`config.mk`:
```
export PLATFORM = sky130hd
export DESIGN_NAME = tap_port
export DESIGN_NICKNAME = d
export VERILOG_FILES = /design/src/shared/tap_pkg.sv /design/src/rtl/tap_fifo.sv /design/src/rtl/tap_port.sv
export VERILOG_INCLUDE_DIRS = /design/src /design/src/shared
export SDC_FILE = /design/constraint.sdc
export NUM_CORES = 1
export LEC_CHECK = 0
export BUFFER_PORTS_ARGS = -buffer_cell sky130_fd_sc_hd__buf_2
export CORE_MARGIN = 5
export CORE_UTILIZATION = 50
export DETAILED_ROUTE_END_ITERATION = 16
export PLACE_DENSITY = 0.7
export SLEW_MARGIN = 20
export SYNTH_ARGS = -nofsm -noshare
export SYNTH_HDL_FRONTEND = slang
export SYNTH_SLANG_ARGS = --single-unit
export TNS_END_PERCENT = 20
```
`constraint.sdc`:
```
create_clock -name clk_sys -period 7.33 [get_ports clk_sys]
set_input_delay 0.3665 -clock clk_sys [delete_from_list [all_inputs] [get_ports clk_sys]]
set_output_delay 0.3665 -clock clk_sys [all_outputs]
set_load 0.05 [all_outputs]
```
`src/shared/tap_cfg.svh`:
```
// How it works
// - scan activity steps with test clock; programming queue drains on system clock
// - mode select only steers state transitions
// - exactly one shift path at once
// - held instruction selects data register
// - id, bypass, boundary chains provided
// - programming data registers for memories
// - internal and breakpoint chains debug only
// - data in from tdi, out on tdo
// - no test reset pin
// - fuse unprogrammed: plain pins, controller reset
// - enabled: pull-ups on, port active
// - fuse shipped programmed
// - sixteen states, start in reset
// - least significant bit first
// - instruction capture value is 0x01
// - five high mode-select clocks reset controller
`ifndef TAP_CFG_SVH
`define TAP_CFG_SVH
`define TAP_IR_W 4
`define TAP_IR_CAPTURE 4'h1
`define TAP_IR_RESET 4'hF
`define TAP_OP_EXTEST 4'h0
`define TAP_OP_IDCODE 4'h1
`define TAP_OP_SAMPLE 4'h2
`define TAP_OP_PROG_EN 4'h4
`define TAP_OP_PROG_CMD 4'h5
`define TAP_OP_PROG_PAGELD 4'h6
`define TAP_OP_PROG_PAGERD 4'h7
`define TAP_OP_DBG0 4'h8
`define TAP_OP_DBG1 4'h9
`define TAP_OP_DBG2 4'hA
`define TAP_OP_DBG3 4'hB
`define TAP_OP_BYPASS 4'hF
`define TAP_ID_W 32
`define TAP_PROG_W 16
`define TAP_DBG_W 16
`define TAP_FIFO_DEPTH 4
`endif

```
`src/shared/tap_pkg.sv`:
```
`default_nettype none
package tap_pkg;
   typedef enum logic [3:0] {
      st_reset, st_idle, st_sel_dr, st_cap_dr, st_sh_dr, st_ex1_dr, st_pa_dr, st_ex2_dr, st_up_dr,
      st_sel_ir, st_cap_ir, st_sh_ir, st_ex1_ir, st_pa_ir, st_ex2_ir, st_up_ir
   } tap_state_e;
   typedef enum logic [2:0] {
      path_bypass, path_id, path_bscan, path_prog, path_dbg
   } dr_path_e;
endpackage
`default_nettype wire

```
`src/rtl/tap_fifo.sv`:
```
`default_nettype none
module tap_fifo #(
   parameter int WIDTH = 16,
   parameter int DEPTH = 4
) (
   // clock and reset
   input wire logic clk_sys,
   input wire logic rst_n,
   // fill side
   input wire logic in_valid,
   output logic in_ready,
   input wire logic [WIDTH-1:0] in_data,
   // drain side
   output logic out_valid,
   input wire logic out_ready,
   output logic [WIDTH-1:0] out_data
);
   localparam int AW = $clog2(DEPTH);
   logic [WIDTH-1:0] mem_q [DEPTH];
   logic [AW-1:0] wr_q, rd_q;
   logic [AW:0] cnt_q;
   logic push, pop;
   assign in_ready = (cnt_q != (AW+1)'(DEPTH));
   assign out_valid = (cnt_q != '0);
   assign push = in_valid && in_ready;
   assign pop = out_valid && out_ready;
   assign out_data = mem_q[rd_q];
   always_ff @(posedge clk_sys) begin
      if (push) begin
         mem_q[wr_q] <= in_data;
      end
   end
   always_ff @(posedge clk_sys or negedge rst_n) begin
      if (!rst_n) begin
         wr_q <= '0;
         rd_q <= '0;
         cnt_q <= '0;
      end else begin
         if (push) begin
            wr_q <= (wr_q == AW'(DEPTH-1)) ? '0 : wr_q + 1'b1;
         end
         if (pop) begin
            rd_q <= (rd_q == AW'(DEPTH-1)) ? '0 : rd_q + 1'b1;
         end
         cnt_q <= cnt_q + (AW+1)'(push) - (AW+1)'(pop);
      end
   end
endmodule
`default_nettype wire

```
`src/rtl/tap_port.sv`:
```
`include "tap_cfg.svh"
`default_nettype none
module tap_port #(
   parameter logic [31:0] ID_VALUE = 32'h1234_5001, // arbitrary identification value
   parameter int BSCAN_W = 8,
   parameter int PROG_W = `TAP_PROG_W,
   parameter int DBG_W = `TAP_DBG_W,
   parameter int FIFO_DEPTH = `TAP_FIFO_DEPTH
) (
   // system
   input wire logic clk_sys,
   input wire logic rst_n,
   // test pins
   input wire logic tck,
   input wire logic tms,
   input wire logic tdi,
   output logic tdo,
   output logic tdo_oe,
   output logic pullup_en,
   // gating
   input wire logic test_port_enable_fuse,
   input wire logic test_port_disable_bit,
   input wire logic debug_enable_fuse,
   output logic port_active,
   // boundary chain
   input wire logic [BSCAN_W-1:0] bscan_pins,
   output logic [BSCAN_W-1:0] bscan_drive,
   output logic bscan_extest,
   // programming word stream
   output logic prog_valid,
   input wire logic prog_ready,
   output logic [PROG_W-1:0] prog_data,
   input wire logic [PROG_W-1:0] prog_rdata,
   // debug chains
   input wire logic [DBG_W-1:0] dbg_capture,
   output logic [DBG_W-1:0] dbg_update,
   output logic [1:0] dbg_chain,
   output logic dbg_strobe
);
   // ==========================================
   // reset release and pin synchronisers
   logic [1:0] rst_sync_q;
   logic rst_i;
   always_ff @(posedge clk_sys or negedge rst_n) begin
      if (!rst_n) begin
         rst_sync_q <= 2'h0;
      end else begin
         rst_sync_q <= {rst_sync_q[0], 1'b1};
      end
   end
   assign rst_i = rst_sync_q[1];

   logic [2:0] tck_s_q, tms_s_q, tdi_s_q;
   logic tck_q, tms_q, tdi_q;
   always_ff @(posedge clk_sys or negedge rst_i) begin
      if (!rst_i) begin
         tck_s_q <= 3'h0;
         tms_s_q <= 3'h7;
         tdi_s_q <= 3'h7;
         tck_q <= 1'b0;
         tms_q <= 1'b1;
         tdi_q <= 1'b1;
      end else begin
         tck_s_q <= {tck_s_q[1:0], tck};
         tms_s_q <= {tms_s_q[1:0], tms};
         tdi_s_q <= {tdi_s_q[1:0], tdi};
         if (tck_s_q[1] == tck_s_q[2]) begin
            tck_q <= tck_s_q[2];
         end
         if (tms_s_q[1] == tms_s_q[2]) begin
            tms_q <= tms_s_q[2];
         end
         if (tdi_s_q[1] == tdi_s_q[2]) begin
            tdi_q <= tdi_s_q[2];
         end
      end
   end
   logic tck_rise, tck_fall;
   // edges of the sampled test clock drive the controller, shift registers and tdo; the programming queue drains on clk_sys
   assign tck_rise = (tck_s_q[1] == tck_s_q[2]) && tck_s_q[2] && !tck_q;
   assign tck_fall = (tck_s_q[1] == tck_s_q[2]) && !tck_s_q[2] && tck_q;

   // ==========================================
   // enable gating
   logic enabled;
   // no test reset pin: only system reset, fuse, disable bit and mode select reset the controller
   assign enabled = test_port_enable_fuse && !test_port_disable_bit;
   assign port_active = enabled;
   assign pullup_en = enabled;

   // ==========================================
   // controller
   tap_pkg::tap_state_e st_q, st_d;
   always_comb begin
      st_d = st_q;
      unique case (st_q)
         tap_pkg::st_reset: st_d = tms_q ? tap_pkg::st_reset : tap_pkg::st_idle;
         tap_pkg::st_idle: st_d = tms_q ? tap_pkg::st_sel_dr : tap_pkg::st_idle;
         tap_pkg::st_sel_dr: st_d = tms_q ? tap_pkg::st_sel_ir : tap_pkg::st_cap_dr;
         tap_pkg::st_cap_dr: st_d = tms_q ? tap_pkg::st_ex1_dr : tap_pkg::st_sh_dr;
         tap_pkg::st_sh_dr: st_d = tms_q ? tap_pkg::st_ex1_dr : tap_pkg::st_sh_dr;
         tap_pkg::st_ex1_dr: st_d = tms_q ? tap_pkg::st_up_dr : tap_pkg::st_pa_dr;
         tap_pkg::st_pa_dr: st_d = tms_q ? tap_pkg::st_ex2_dr : tap_pkg::st_pa_dr;
         tap_pkg::st_ex2_dr: st_d = tms_q ? tap_pkg::st_up_dr : tap_pkg::st_sh_dr;
         tap_pkg::st_up_dr: st_d = tms_q ? tap_pkg::st_sel_dr : tap_pkg::st_idle;
         tap_pkg::st_sel_ir: st_d = tms_q ? tap_pkg::st_reset : tap_pkg::st_cap_ir;
         tap_pkg::st_cap_ir: st_d = tms_q ? tap_pkg::st_ex1_ir : tap_pkg::st_sh_ir;
         tap_pkg::st_sh_ir: st_d = tms_q ? tap_pkg::st_ex1_ir : tap_pkg::st_sh_ir;
         tap_pkg::st_ex1_ir: st_d = tms_q ? tap_pkg::st_up_ir : tap_pkg::st_pa_ir;
         tap_pkg::st_pa_ir: st_d = tms_q ? tap_pkg::st_ex2_ir : tap_pkg::st_pa_ir;
         tap_pkg::st_ex2_ir: st_d = tms_q ? tap_pkg::st_up_ir : tap_pkg::st_sh_ir;
         tap_pkg::st_up_ir: st_d = tms_q ? tap_pkg::st_sel_dr : tap_pkg::st_idle;
      endcase
   end
   always_ff @(posedge clk_sys or negedge rst_i) begin
      if (!rst_i) begin
         st_q <= tap_pkg::st_reset;
      end else if (!enabled) begin
         st_q <= tap_pkg::st_reset;
      end else if (tck_rise) begin
         st_q <= st_d;
      end
   end

   // ==========================================
   // instruction register
   logic [`TAP_IR_W-1:0] ir_sh_q, ir_q;
   always_ff @(posedge clk_sys or negedge rst_i) begin
      if (!rst_i) begin
         ir_sh_q <= `TAP_IR_CAPTURE;
         ir_q <= `TAP_IR_RESET;
      end else if (st_q == tap_pkg::st_reset) begin
         ir_q <= `TAP_IR_RESET;
      end else if (tck_rise) begin
         unique case (st_q)
            tap_pkg::st_cap_ir: ir_sh_q <= `TAP_IR_CAPTURE;
            tap_pkg::st_sh_ir: ir_sh_q <= {tdi_q, ir_sh_q[`TAP_IR_W-1:1]};
            tap_pkg::st_up_ir: ir_q <= ir_sh_q;
            default: ;
         endcase
      end
   end

   // ==========================================
   // data register selection
   function automatic tap_pkg::dr_path_e decode(input logic [`TAP_IR_W-1:0] op, input logic dbg_ok);
      unique case (op)
         `TAP_OP_IDCODE: decode = tap_pkg::path_id;
         `TAP_OP_EXTEST, `TAP_OP_SAMPLE: decode = tap_pkg::path_bscan;
         `TAP_OP_PROG_EN, `TAP_OP_PROG_CMD, `TAP_OP_PROG_PAGELD, `TAP_OP_PROG_PAGERD:
            decode = tap_pkg::path_prog;
         `TAP_OP_DBG0, `TAP_OP_DBG1, `TAP_OP_DBG2, `TAP_OP_DBG3:
            decode = dbg_ok ? tap_pkg::path_dbg : tap_pkg::path_bypass;
         default: decode = tap_pkg::path_bypass;
      endcase
   endfunction
   tap_pkg::dr_path_e path;
   assign path = decode(ir_q, debug_enable_fuse);

   logic cap_dr, sh_dr, up_dr;
   assign cap_dr = tck_rise && st_q == tap_pkg::st_cap_dr;
   assign sh_dr = tck_rise && st_q == tap_pkg::st_sh_dr;
   assign up_dr = tck_rise && st_q == tap_pkg::st_up_dr;

   // ==========================================
   // data registers
   logic byp_q;
   logic [`TAP_ID_W-1:0] id_q;
   logic [BSCAN_W-1:0] bs_q;
   logic [PROG_W-1:0] pr_q;
   logic [DBG_W-1:0] db_q;
   always_ff @(posedge clk_sys or negedge rst_i) begin
      if (!rst_i) begin
         byp_q <= 1'b0;
         id_q <= '0;
         bs_q <= '0;
         pr_q <= '0;
         db_q <= '0;
      end else if (cap_dr) begin
         unique case (path)
            tap_pkg::path_bypass: byp_q <= 1'b0;
            tap_pkg::path_id: id_q <= ID_VALUE;
            tap_pkg::path_bscan: bs_q <= bscan_pins;
            tap_pkg::path_prog: pr_q <= prog_rdata | PROG_W'(prog_lost_q);
            tap_pkg::path_dbg: db_q <= dbg_capture;
         endcase
      end else if (sh_dr) begin
         // only the selected register moves
         unique case (path)
            tap_pkg::path_bypass: byp_q <= tdi_q;
            tap_pkg::path_id: id_q <= {tdi_q, id_q[`TAP_ID_W-1:1]};
            tap_pkg::path_bscan: bs_q <= {tdi_q, bs_q[BSCAN_W-1:1]};
            tap_pkg::path_prog: pr_q <= {tdi_q, pr_q[PROG_W-1:1]};
            tap_pkg::path_dbg: db_q <= {tdi_q, db_q[DBG_W-1:1]};
         endcase
      end
   end

   // boundary and debug update latches
   always_ff @(posedge clk_sys or negedge rst_i) begin
      if (!rst_i) begin
         bscan_drive <= '0;
         dbg_update <= '0;
         dbg_chain <= 2'h0;
         dbg_strobe <= 1'b0;
      end else begin
         dbg_strobe <= 1'b0;
         if (up_dr && path == tap_pkg::path_bscan) begin
            bscan_drive <= bs_q;
         end
         if (up_dr && path == tap_pkg::path_dbg) begin
            dbg_update <= db_q;
            dbg_chain <= ir_q[1:0];
            dbg_strobe <= 1'b1;
         end
      end
   end
   assign bscan_extest = enabled && ir_q == `TAP_OP_EXTEST;

   // ==========================================
   // programming words queued toward the memory controller
   logic fifo_in_ready, prog_push;
   assign prog_push = up_dr && path == tap_pkg::path_prog;
   tap_fifo #(.WIDTH(PROG_W), .DEPTH(FIFO_DEPTH)) u_fifo (
      .clk_sys(clk_sys),
      .rst_n(rst_i),
      .in_valid(prog_push),
      .in_ready(fifo_in_ready),
      .in_data(pr_q),
      .out_valid(prog_valid),
      .out_ready(prog_ready),
      .out_data(prog_data)
   );
   // full queue: a word updated now is dropped, flagged in bit 0 of the next capture
   logic prog_lost_q;
   always_ff @(posedge clk_sys or negedge rst_i) begin
      if (!rst_i) begin
         prog_lost_q <= 1'b0;
      end else if (prog_push) begin
         prog_lost_q <= !fifo_in_ready;
      end
   end

   // ==========================================
   // serial output
   logic so;
   always_comb begin
      so = byp_q;
      if (st_q == tap_pkg::st_sh_ir) begin
         so = ir_sh_q[0];
      end else begin
         unique case (path)
            tap_pkg::path_bypass: so = byp_q;
            tap_pkg::path_id: so = id_q[0];
            tap_pkg::path_bscan: so = bs_q[0];
            tap_pkg::path_prog: so = pr_q[0];
            tap_pkg::path_dbg: so = db_q[0];
         endcase
      end
   end
   always_ff @(posedge clk_sys or negedge rst_i) begin
      if (!rst_i) begin
         tdo <= 1'b0;
         tdo_oe <= 1'b0;
      end else if (!enabled) begin
         tdo <= 1'b0;
         tdo_oe <= 1'b0;
      end else if (tck_fall) begin
         tdo <= so;
         tdo_oe <= st_q == tap_pkg::st_sh_ir || st_q == tap_pkg::st_sh_dr;
      end
   end
endmodule
`default_nettype wire

```
==> flow_summary_export.csv, run 1 <==
group,metric,value,unit
status,status,"finished, final reports clean",
clock_tree,numCtsBuffers,17,
global_routing,antenna_found_initial,0,
timing,fin_crit_sh,0.414,
clock_tree,clk_latency,430,ps
detailed_routing,firstDrtPassIters,5,
clock_tree,cts.clk_slew.worst_paths,60,ps
timing,finClkSkew,9.39,ps
clock_tree,post-cts-setup-buffers,0,
timing,maxSlewHeadroom,0.348,
floorplan,core_area,16500,sq um
detailed_routing,antenna_left,0,
layout,nFillCells,1345,
global_routing,grt_use_total,0.176,
synth,synthTopCellsByCount,"nand2_1, dfrtp_1, edfxtp_1, o21ai_0",
synth,yosysMostFrequentCell,"nand2_1",
floorplan,die_x,139,um
synth,ys.flop_type,"dfrtp_1",
clock_tree,ctsResizeCount,0,
worst_setup_path,path_delay_family,"simple AND/OR/NAND/NOR gates",
worst_setup_path,crit_required,7390,ps
worst_setup_path,worst-path-buf-inv,0,
power,vdd_ir_drop_max,0.174,mV
worst_setup_path,worst_setup_path_start_kind,"register",
global_routing,grt_pass1_wl,27500,um
layout,final_cells,980,
synth,synthesis.area,8370,sq um
global_routing,grt_max_degree,69,
clock_tree,h-tree-depth,4,
synth,synthDominantCellAreaShare,0.368,
worst_setup_path,cp_max_fo,16,
detailed_routing,route.detailed.drc,0,
layout,utilization,0.578,
floorplan,ioPinCount,98,
placed_design,place_ws,4260,ps
power,p_leak,3.91,nW
floorplan,start_util,0.506,
clock_tree,cts_root_buf,"clkbuf_16",
detailed_routing,via_per_inst,5.38,
floorplan,die_height,139,um
power,power_density,262,nW/um^2
layout,area_growth,14.1,%
timing,rsz0062_at_grt,"no",
placed_design,gp_congestion,0.897,
detailed_routing,routed_wl,16400,um
layout,antenna_cells,0,
synth,syn_nets,730,
worst_setup_path,critical_path.max_stage_delay,690,ps
synth,ys_types,52,
job,cap_violations,0,
synth,yosysSeqAreaShare,0.638,
detailed_routing,vias,5272,
layout,final_nets,810,
clock_tree,tritoncts,"done",
layout,multiInputGateArea,2760,sq um
floorplan,dieArea,19400,sq um
floorplan,rows,47,
timing,setup_slack,4290,ps
timing,tightest_slew,978,ps
worst_setup_path,path_class,"register to register",
placed_design,placed_cells,948,
timing,setup_violations,0,
worst_setup_path,slowest_stage,"and2_1",
timing,slew_viol_final,0,
global_routing,grt-ovfl-total,0,
timing,max_freq,0.329,GHz
timing,fin_crit,3040,ps
placed_design,port_buffers,97,
worst_setup_path,cp.arrival,3090,ps
synth,syn_area_per_cell,12.5,sq um
detailed_routing,wl_per_cell,16.8,um
synth,synth_edf_count,64,
hold_path,min_path_type,"input port to register",
synth,yosysTopAreaCell,"dfrtp_1",
layout,drive_gt1_frac,0.271,
synth,synth_warnings,0,
timing,hold_viol_final,0,
synth,syn_inst,668,
worst_setup_path,crit_chain,"ha_1, nor2b_1, and3_1, nand3_1, a31oi_2, and2_1",
timing,finalSetupTns,0,ps
global_routing,first_global_vias,5367,
layout,final-seq-area,5350,sq um
synth,ys_async_sr_fraction,0.680,
synth,ys_seq_elements,200,
clock_tree,clkSinkCount,200,
synth,synth_area_leaders,"dfrtp_1, edfxtp_1, nand2_1",
worst_setup_path,cp-end-kind,"register",
detailed_routing,drt-initial-drc-count,393,
placed_design,dp_hpwl,11300,um
clock_tree,cts.path.max_buffers,2,
[timing repair]
action,in CTS,in global routing
endpoints found under the hold margin,2,0
hold buffers,1,0
endpoints found under the setup margin,0,0
[stage by stage]
stage / hold slack (ps) / instance area [sq um] / total power, mW
floorplan: 70.9 / 8370 / 1.53
global placement: 153 / 8960 / 1.60
detailed placement: 155 / 8960 / 1.61
CTS: 20.5 / 9550 / 2.52
global route: 17.1 / 9550 / 2.60
finish: 39.3 / 9550 / 2.50
[registers in the layout, summed over array words and instances, names as in the netlist, 3 cells and up]
register and flops:
ir_q 4, tck_s_q 3, ir_sh_q 4, u_fifo.cnt_q 3, u_fifo.mem_q 64, st_q 4
dbg_update 16, bs_q 8, db_q 16, tdi_s_q 3, bscan_drive 8, pr_q 16
tms_s_q 3, id_q 32
[power by group]
group	leakage [nW]	internal, mW	switching [mW]
Sequential	2.33	1.17	0.0630
Clock	0.283	0.534	0.387
Combinational	1.30	0.133	0.215
[cell families (layout without fill, tap and decap cells)]
| logic type | count (synthesis) | in the layout | synth area share |
|---|---|---|---|
| flip-flops | 200 | 200 | 0.638 |
| adder cells (fa/ha/maj) | 15 | 15 | 0.0227 |
| AND/OR/NAND/NOR | 210 | 210 | 0.108 |
| buffers and inverters | 58 | 150 | 0.0318 |
| AO/OA/AOI/OAI | 109 | 109 | 0.0806 |
| other | 1 | 1 | 0.000448 |
| XOR/XNOR | 2 | 2 | 0.00209 |
| multiplexers | 73 | 73 | 0.116 |
[metal layers]
layer | global-route usage | share of wire | vias up
li1 | - | - | 2504
met1 | 0.229 | 0.42 | 2587
met2 | 0.280 | 0.49 | 162
met3 | 0.0569 | 0.071 | 19
met4 | 0.0608 | 0.016 | 0
met5 | 0 | 0 | -
[worst reg2reg max path, stage by stage, from the launching register on]
cell     delay [ps]
dfrtp_1         380
ha_1            170
nor2b_1         580
and3_1          340
nand3_1         120
a31oi_2         390
and2_1          690
[layout by cell type, fill, tap and decap left out, types with 4 or more instances in the layout]
cell,count
nand2_1,130
dfrtp_1,121
buf_2,97
edfxtp_1,64
o21ai_0,56
nor2_1,31
mux2_2,31
mux2i_1,26
inv_1,18
clkbuf_16,17
mux4_2,16
dfstp_2,13
a21oi_1,12
ha_1,12
a31oi_1,11
nand3_1,10
a31oi_2,9
and2_1,7
o21ai_1,7
nor3_1,6
nand2b_1,4
nand4_1,4
[path summary, 6_finish.rpt]
check                                            to  slack [ps]     startpoint  cells after the start
max in group asynchronous                   pr_q[9]        5480  rst_sync_q[1]                      1
worst min register to register           tck_s_q[1]         350     tck_s_q[0]                      0
worst min-delay path                     tms_s_q[0]          40            tms                      1
worst max-delay path            u_fifo.mem_q[3][12]        4290     tck_s_q[1]                      6
worst max register to register  u_fifo.mem_q[3][12]        4290     tck_s_q[1]                      6
min in group asynchronous             rst_sync_q[1]         250          rst_n                      2
[layout make-up]
type,count,share of cell area
sequential,200,0.560
multi-input combinational,410,0.289
timing repair buffer,101,0.0542
clock buffer,19,0.0453
tap,220,0.0288
clock inverter,12,0.0155
inverter,18,0.00707
Power figures use the tool's default switching activity.
==> inputs of run 2 (changes only) <==
--- a/config.mk
+++ b/config.mk
@@ -10,7 +10,7 @@
 export CORE_MARGIN = 5
 export CORE_UTILIZATION = 50
 export DETAILED_ROUTE_END_ITERATION = 16
-export PLACE_DENSITY = 0.7
+export PLACE_DENSITY = 0.73
 export SLEW_MARGIN = 20
 export SYNTH_ARGS = -nofsm -noshare
 export SYNTH_HDL_FRONTEND = slang
==> constraint.sdc (replaced) <==
create_clock -name clk_sys -period 2.55 [get_ports clk_sys]
set_input_delay 0.1275 -clock clk_sys [delete_from_list [all_inputs] [get_ports clk_sys]]
set_output_delay 0.1275 -clock clk_sys [all_outputs]
set_load 0.05 [all_outputs]
==> flow_summary_export.csv, run 2 (synthesis results as in run 1) <==
group,metric,value,unit
worst_setup_path,worst_setup_path_start_kind,"register",
worst_setup_path,cp.arrival,2640,ps
placed_design,place_area,9260,sq um
timing,finalSetupTns,0,ps
layout,regMostFlops,"u_fifo.mem_q",
layout,area_growth,20.6,%
power,p_int,5.20,mW
floorplan,start_util,0.506,
detailed_routing,route.detailed.drc,0,
status,status,"finished, final reports clean",
worst_setup_path,cp_max_fo,4,
global_routing,first_global_vias,5637,
layout,final_common_cell,"nand2_1",
layout,antenna_cells,0,
power,p_sw_frac,0.286,
layout,nFillCells,1300,
clock_tree,cts.path.max_buffers,2,
global_routing,grt_use_total,0.187,
timing,max_freq,0.436,GHz
floorplan,core_area,16500,sq um
power,p_clk_frac,0.354,
clock_tree,clkSinkCount,200,
global_routing,gr-max-usage-layer,"met2",
power,p_switching,2.08,mW
layout,final_nets,859,
detailed_routing,firstDrtPassIters,5,
timing,rsz0062_at_grt,"no",
detailed_routing,vias,5523,
timing,setup_slack,258,ps
timing,setup_violations,0,
detailed_routing,antenna_left,0,
worst_setup_path,path_class,"register to register",
worst_setup_path,cp-end-kind,"register",
clock_tree,clk_latency,430,ps
layout,drive_gt1_frac,0.286,
power,p_leak,4.24,nW
hold_path,min_path_type,"input port to register",
global_routing,antenna_found_initial,1,
detailed_routing,wl_per_cell,16.8,um
clock_tree,numCtsBuffers,17,
placed_design,gp_congestion,0.891,
clock_tree,cts.clk_slew.worst_paths,70,ps
layout,final_area,10100,sq um
job,cap_violations,0,
clock_tree,cts_root_buf,"clkbuf_16",
placed_design,place_ws,229,ps
timing,tightest_slew,830,ps
clock_tree,h-tree-depth,4,
layout,utilization,0.611,
global_routing,use_met2,0.299,
timing,finClkSkew,11.5,ps
timing,slew_viol_final,0,
power,seqPwrFrac,0.477,
detailed_routing,routed_wl,17300,um
floorplan,die_height,139,um
power,power_frac_comb,0.169,
worst_setup_path,crit_required,2900,ps
global_routing,grt_max_degree,52,
timing,fin_crit_sh,0.899,
layout,largest_register_ffs,64,
global_routing,met3_usage,0.0648,
layout,final_cells,1030,
detailed_routing,drt-initial-drc-count,392,
timing,maxSlewHeadroom,0.446,
timing,fin_crit,2290,ps
power,power_density,722,nW/um^2
floorplan,die_x,139,um
floorplan,ioPinCount,98,
clock_tree,post-cts-setup-buffers,0,
power,total_power,7.28,mW
layout,top_regs,"u_fifo.mem_q x64, id_q x32",
timing,fin_hold_ws,10.6,ps
floorplan,dieArea,19400,sq um
placed_design,placed_cells,972,
floorplan,rows,47,
placed_design,dp_hpwl,12000,um
global_routing,use_met1,0.247,
clock_tree,tritoncts,"done",
detailed_routing,via_per_inst,5.36,
global_routing,grt-ovfl-total,0,
placed_design,port_buffers,97,
power,vdd_ir_drop_max,0.532,mV
global_routing,grt_pass1_wl,29000,um
timing,hold_viol_final,0,
layout,layout_common_cells,"nand2_1, dfrtp_1, buf_2, edfxtp_1, o21ai_0",
run 2: cell types whose count changed in the layout (fill, tap and decap cells not counted), moves of 2 or more:
cell,previous run,this run
inv_8,0,2
dlygate4sd3_1,1,26
clkinv_1,2,0
buf_4,3,17
buf_12,0,10
bufinv_16,3,1
inv_4,0,2
clkinvlp_4,0,2
run 2: path summary, 6_finish.rpt:
path                            startpoint         endpoint  slack, ps  cells after the start
setup / recovery           u_fifo.cnt_q[1]  u_fifo.cnt_q[2]        260                      9
hold / removal              dbg_capture[0]          db_q[0]         10                      3
setup reg to reg           u_fifo.cnt_q[1]  u_fifo.cnt_q[2]        260                      9
hold reg to reg                 tck_s_q[0]       tck_s_q[1]        350                      0
max in group asynchronous    rst_sync_q[1]          ir_q[0]       1430                      1
min in group asynchronous    rst_sync_q[1]       ir_sh_q[1]        370                      0
run 2: what timing repair did:
item                                    CTS  global route
hold buffers                             26             0
resized for setup                         0             1
endpoints found under the setup margin    0             1
hold endpoints to repair                 26             0
run 2: worst max-delay path: stages (launching register included):
cell and delay, ps:
dfrtp_1 380, or3_1 380, nand2_1 140, inv_1 60, ha_1 280, inv_1 40
ha_1 200, fa_1 400, xnor2_1 190, xnor2_1 130
run 2: final cells by class:
type,instances,area [sq um],area share
clock inverter,14,138,0.0136
sequential,200,5350,0.530
tap,220,275,0.0273
inverter,18,67.6,0.00670
multi-input combinational,410,2760,0.274
clock buffer,18,429,0.0425
timing repair buffer,150,1070,0.106
run 2: power by group through the flow:
| stage | registers [mW] | logic (mW) | clock network [mW] |
|---|---|---|---|
| after floorplan | 3.48 | 0.988 | 0 |
| after global placement | 3.53 | 1.19 | 0 |
| after detailed placement | 3.54 | 1.22 | 0 |
| after CTS | 3.47 | 1.25 | 2.62 |
| after global routing | 3.49 | 1.33 | 2.78 |
| final | 3.47 | 1.23 | 2.58 |
run 2: metal layers:
metal | wire length (um) | share of wire | up-vias
met4 | 226 | 0.013 | 2
li1 | - | - | 2616
met2 | 8480 | 0.49 | 181
met3 | 1240 | 0.072 | 20
met1 | 7370 | 0.43 | 2704
met5 | 13 | 0.00075 | -
==> inputs of run 3 (changes only) <==
==> constraint.sdc (replaced) <==
create_clock -name clk_sys -period 2.55 [get_ports clk_sys]
set_input_delay 0.51 -clock clk_sys [delete_from_list [all_inputs] [get_ports clk_sys]]
set_output_delay 0.51 -clock clk_sys [all_outputs]
set_load 0.05 [all_outputs]
==> flow_summary_export.csv, run 3 (synthesis results as in run 1) <==
group,metric,value,unit
detailed_routing,drt-initial-drc-count,306,
timing,maxSlewHeadroom,0.482,
floorplan,rows,47,
timing,tightest_slew,777,ps
timing,rsz0062_at_grt,"no",
detailed_routing,route.detailed.drc,0,
floorplan,dieArea,19400,sq um
timing,fin_crit_sh,0.964,
placed_design,port_buffers,97,
worst_setup_path,worstReg2RegEnd,"u_fifo.mem_q[1][3]",
layout,final_common_cell,"nand2_1",
worst_setup_path,crit_required,2040,ps
layout,largest_register_ffs,64,
placed_design,dp_hpwl,12100,um
placed_design,placed_cells,975,
clock_tree,cts.clk_slew.worst_paths,70,ps
detailed_routing,firstDrtPassIters,4,
detailed_routing,routed_wl,17200,um
power,total_power,7.30,mW
hold_path,min_from,"tms",
floorplan,ioPinCount,98,
global_routing,met3_usage,0.0566,
global_routing,gr-max-usage-layer,"met2",
global_routing,use_met1,0.243,
detailed_routing,via_per_inst,5.31,
worst_setup_path,worstSetupEndpoint,"prog_data[15]",
worst_setup_path,worst_setup_path_start_kind,"register",
worst_setup_path,worst-path-buf-inv,1,
timing,slew_viol_final,0,
power,power_density,741,nW/um^2
global_routing,antenna_found_initial,2,
clock_tree,cts_root_buf,"clkbuf_16",
global_routing,grt-ovfl-total,0,
layout,area_growth,17.7,%
worst_setup_path,path_delay_family,"flip-flops",
worst_setup_path,critical_path.max_stage_delay,840,ps
timing,fin_crit,2460,ps
worst_setup_path,crit_start,"u_fifo.rd_q[1]",
layout,drive_gt1_frac,0.296,
layout,regMostFlops,"u_fifo.mem_q",
floorplan,core_area,16500,sq um
timing,hold_viol_final,0,
clock_tree,tritoncts,"done",
clock_tree,numCtsBuffers,17,
worst_setup_path,reg2reg_depth,9,
clock_tree,clk_latency,430,ps
detailed_routing,vias,5349,
worst_setup_path,rr_startpoint,"ir_q[2]",
floorplan,die_x,139,um
worst_setup_path,r2r_slack,240,ps
clock_tree,h-tree-depth,4,
detailed_routing,wl_per_cell,17.1,um
global_routing,grt_max_degree,55,
global_routing,use_met2,0.300,
worst_setup_path,cp_max_fo,18,
layout,top_regs,"u_fifo.mem_q x64, id_q x32",
layout,layout_common_cells,"nand2_1, dfrtp_1, buf_2, edfxtp_1, o21ai_0",
clock_tree,cts.path.max_buffers,2,
global_routing,grt_pass1_wl,28700,um
layout,antenna_cells,0,
worst_setup_path,slowest_stage,"dfrtp_1",
floorplan,die_height,139,um
hold_path,min_path_type,"input port to register",
layout,final_nets,837,
global_routing,grt_use_total,0.186,
worst_setup_path,cp-end-kind,"output pin",
timing,finClkSkew,8.96,ps
detailed_routing,antenna_left,0,
global_routing,first_global_vias,5464,
power,vdd_ir_drop_max,0.486,mV
power,p_leak,4.14,nW
worst_setup_path,path_depth,2,
placed_design,gp_congestion,0.903,
status,status,"finished, final reports clean",
worst_setup_path,path_class,"register to output pin",
layout,final_cells,1008,
timing,max_freq,0.407,GHz
worst_setup_path,cp.arrival,1950,ps
layout,nFillCells,1324,
job,cap_violations,0,
floorplan,start_util,0.506,
worst_setup_path,crit_chain,"mux4_2, buf_2",
timing,setup_violations,0,
clock_tree,clkSinkCount,200,
==> run 3: changes by cell type in the layout (fill, tap and decap cells not counted), moves of 2 or more <==
cell           change
dlygate4sd3_1     -25
buf_4              +5
inv_4              -2
buf_12             -2
clkbuf_1           +2
==> run 3: layer usage <==
layer / part of all wire / wire (um)
met1: 0.42 / 7280
met4: 0.020 / 340
met2: 0.49 / 8490
met3: 0.064 / 1100
met5: 0.0016 / 27
==> run 3: per-stage QoR <==
stage / area [sq um] / hold WS (ps) / util / setup TNS [ps] / setup WS, ps
floorplan: 8370 / 214 / - / -1830 / -28.6
global placement: 9260 / 250 / 0.560 / 0 / 291
detailed placement: 9260 / 261 / 0.560 / 0 / 166
CTS: 9850 / 151 / 0.596 / 0 / 42.9
global route: 9850 / 143 / 0.596 / 0 / 16.9
finish: 9850 / 172 / 0.596 / 0 / 91.0
==> run 3: worst min path at each step <==
stage                          endpoint  slack (ps)  cells past startpoint
after CTS                    tms_s_q[0]         150                      1
final                        tms_s_q[0]         170                      1
after global placement          db_q[3]         250                      0
after floorplan           rst_sync_q[0]         210                      0
after global routing         tms_s_q[0]         140                      1
after detailed placement        db_q[3]         260                      0
==> run 3: area by class of cell <==
cell class	count	area, sq um	share of cell area
well taps	220	275	0.0279
repair buffers	128	821	0.0833
clock buffers	20	437	0.0443
flip-flops and latches	200	5350	0.543
inverters	18	67.6	0.00686
multi-input cells	410	2760	0.280
clock inverters	12	143	0.0145
==> run 3: power breakdown <==
| part | internal (mW) | switching, mW | total [mW] |
|---|---|---|---|
| clock network | 1.46 | 1.17 | 2.63 |
| logic | 0.438 | 0.766 | 1.20 |
| registers | 3.36 | 0.100 | 3.46 |
==> run 3: what timing repair did <==
item	4_1_cts	5_1_grt
setup endpoints to repair	0	1
resized for setup	0	1
hold buffers	1	0
endpoints found under the hold margin	2	0
setup buffers	0	0
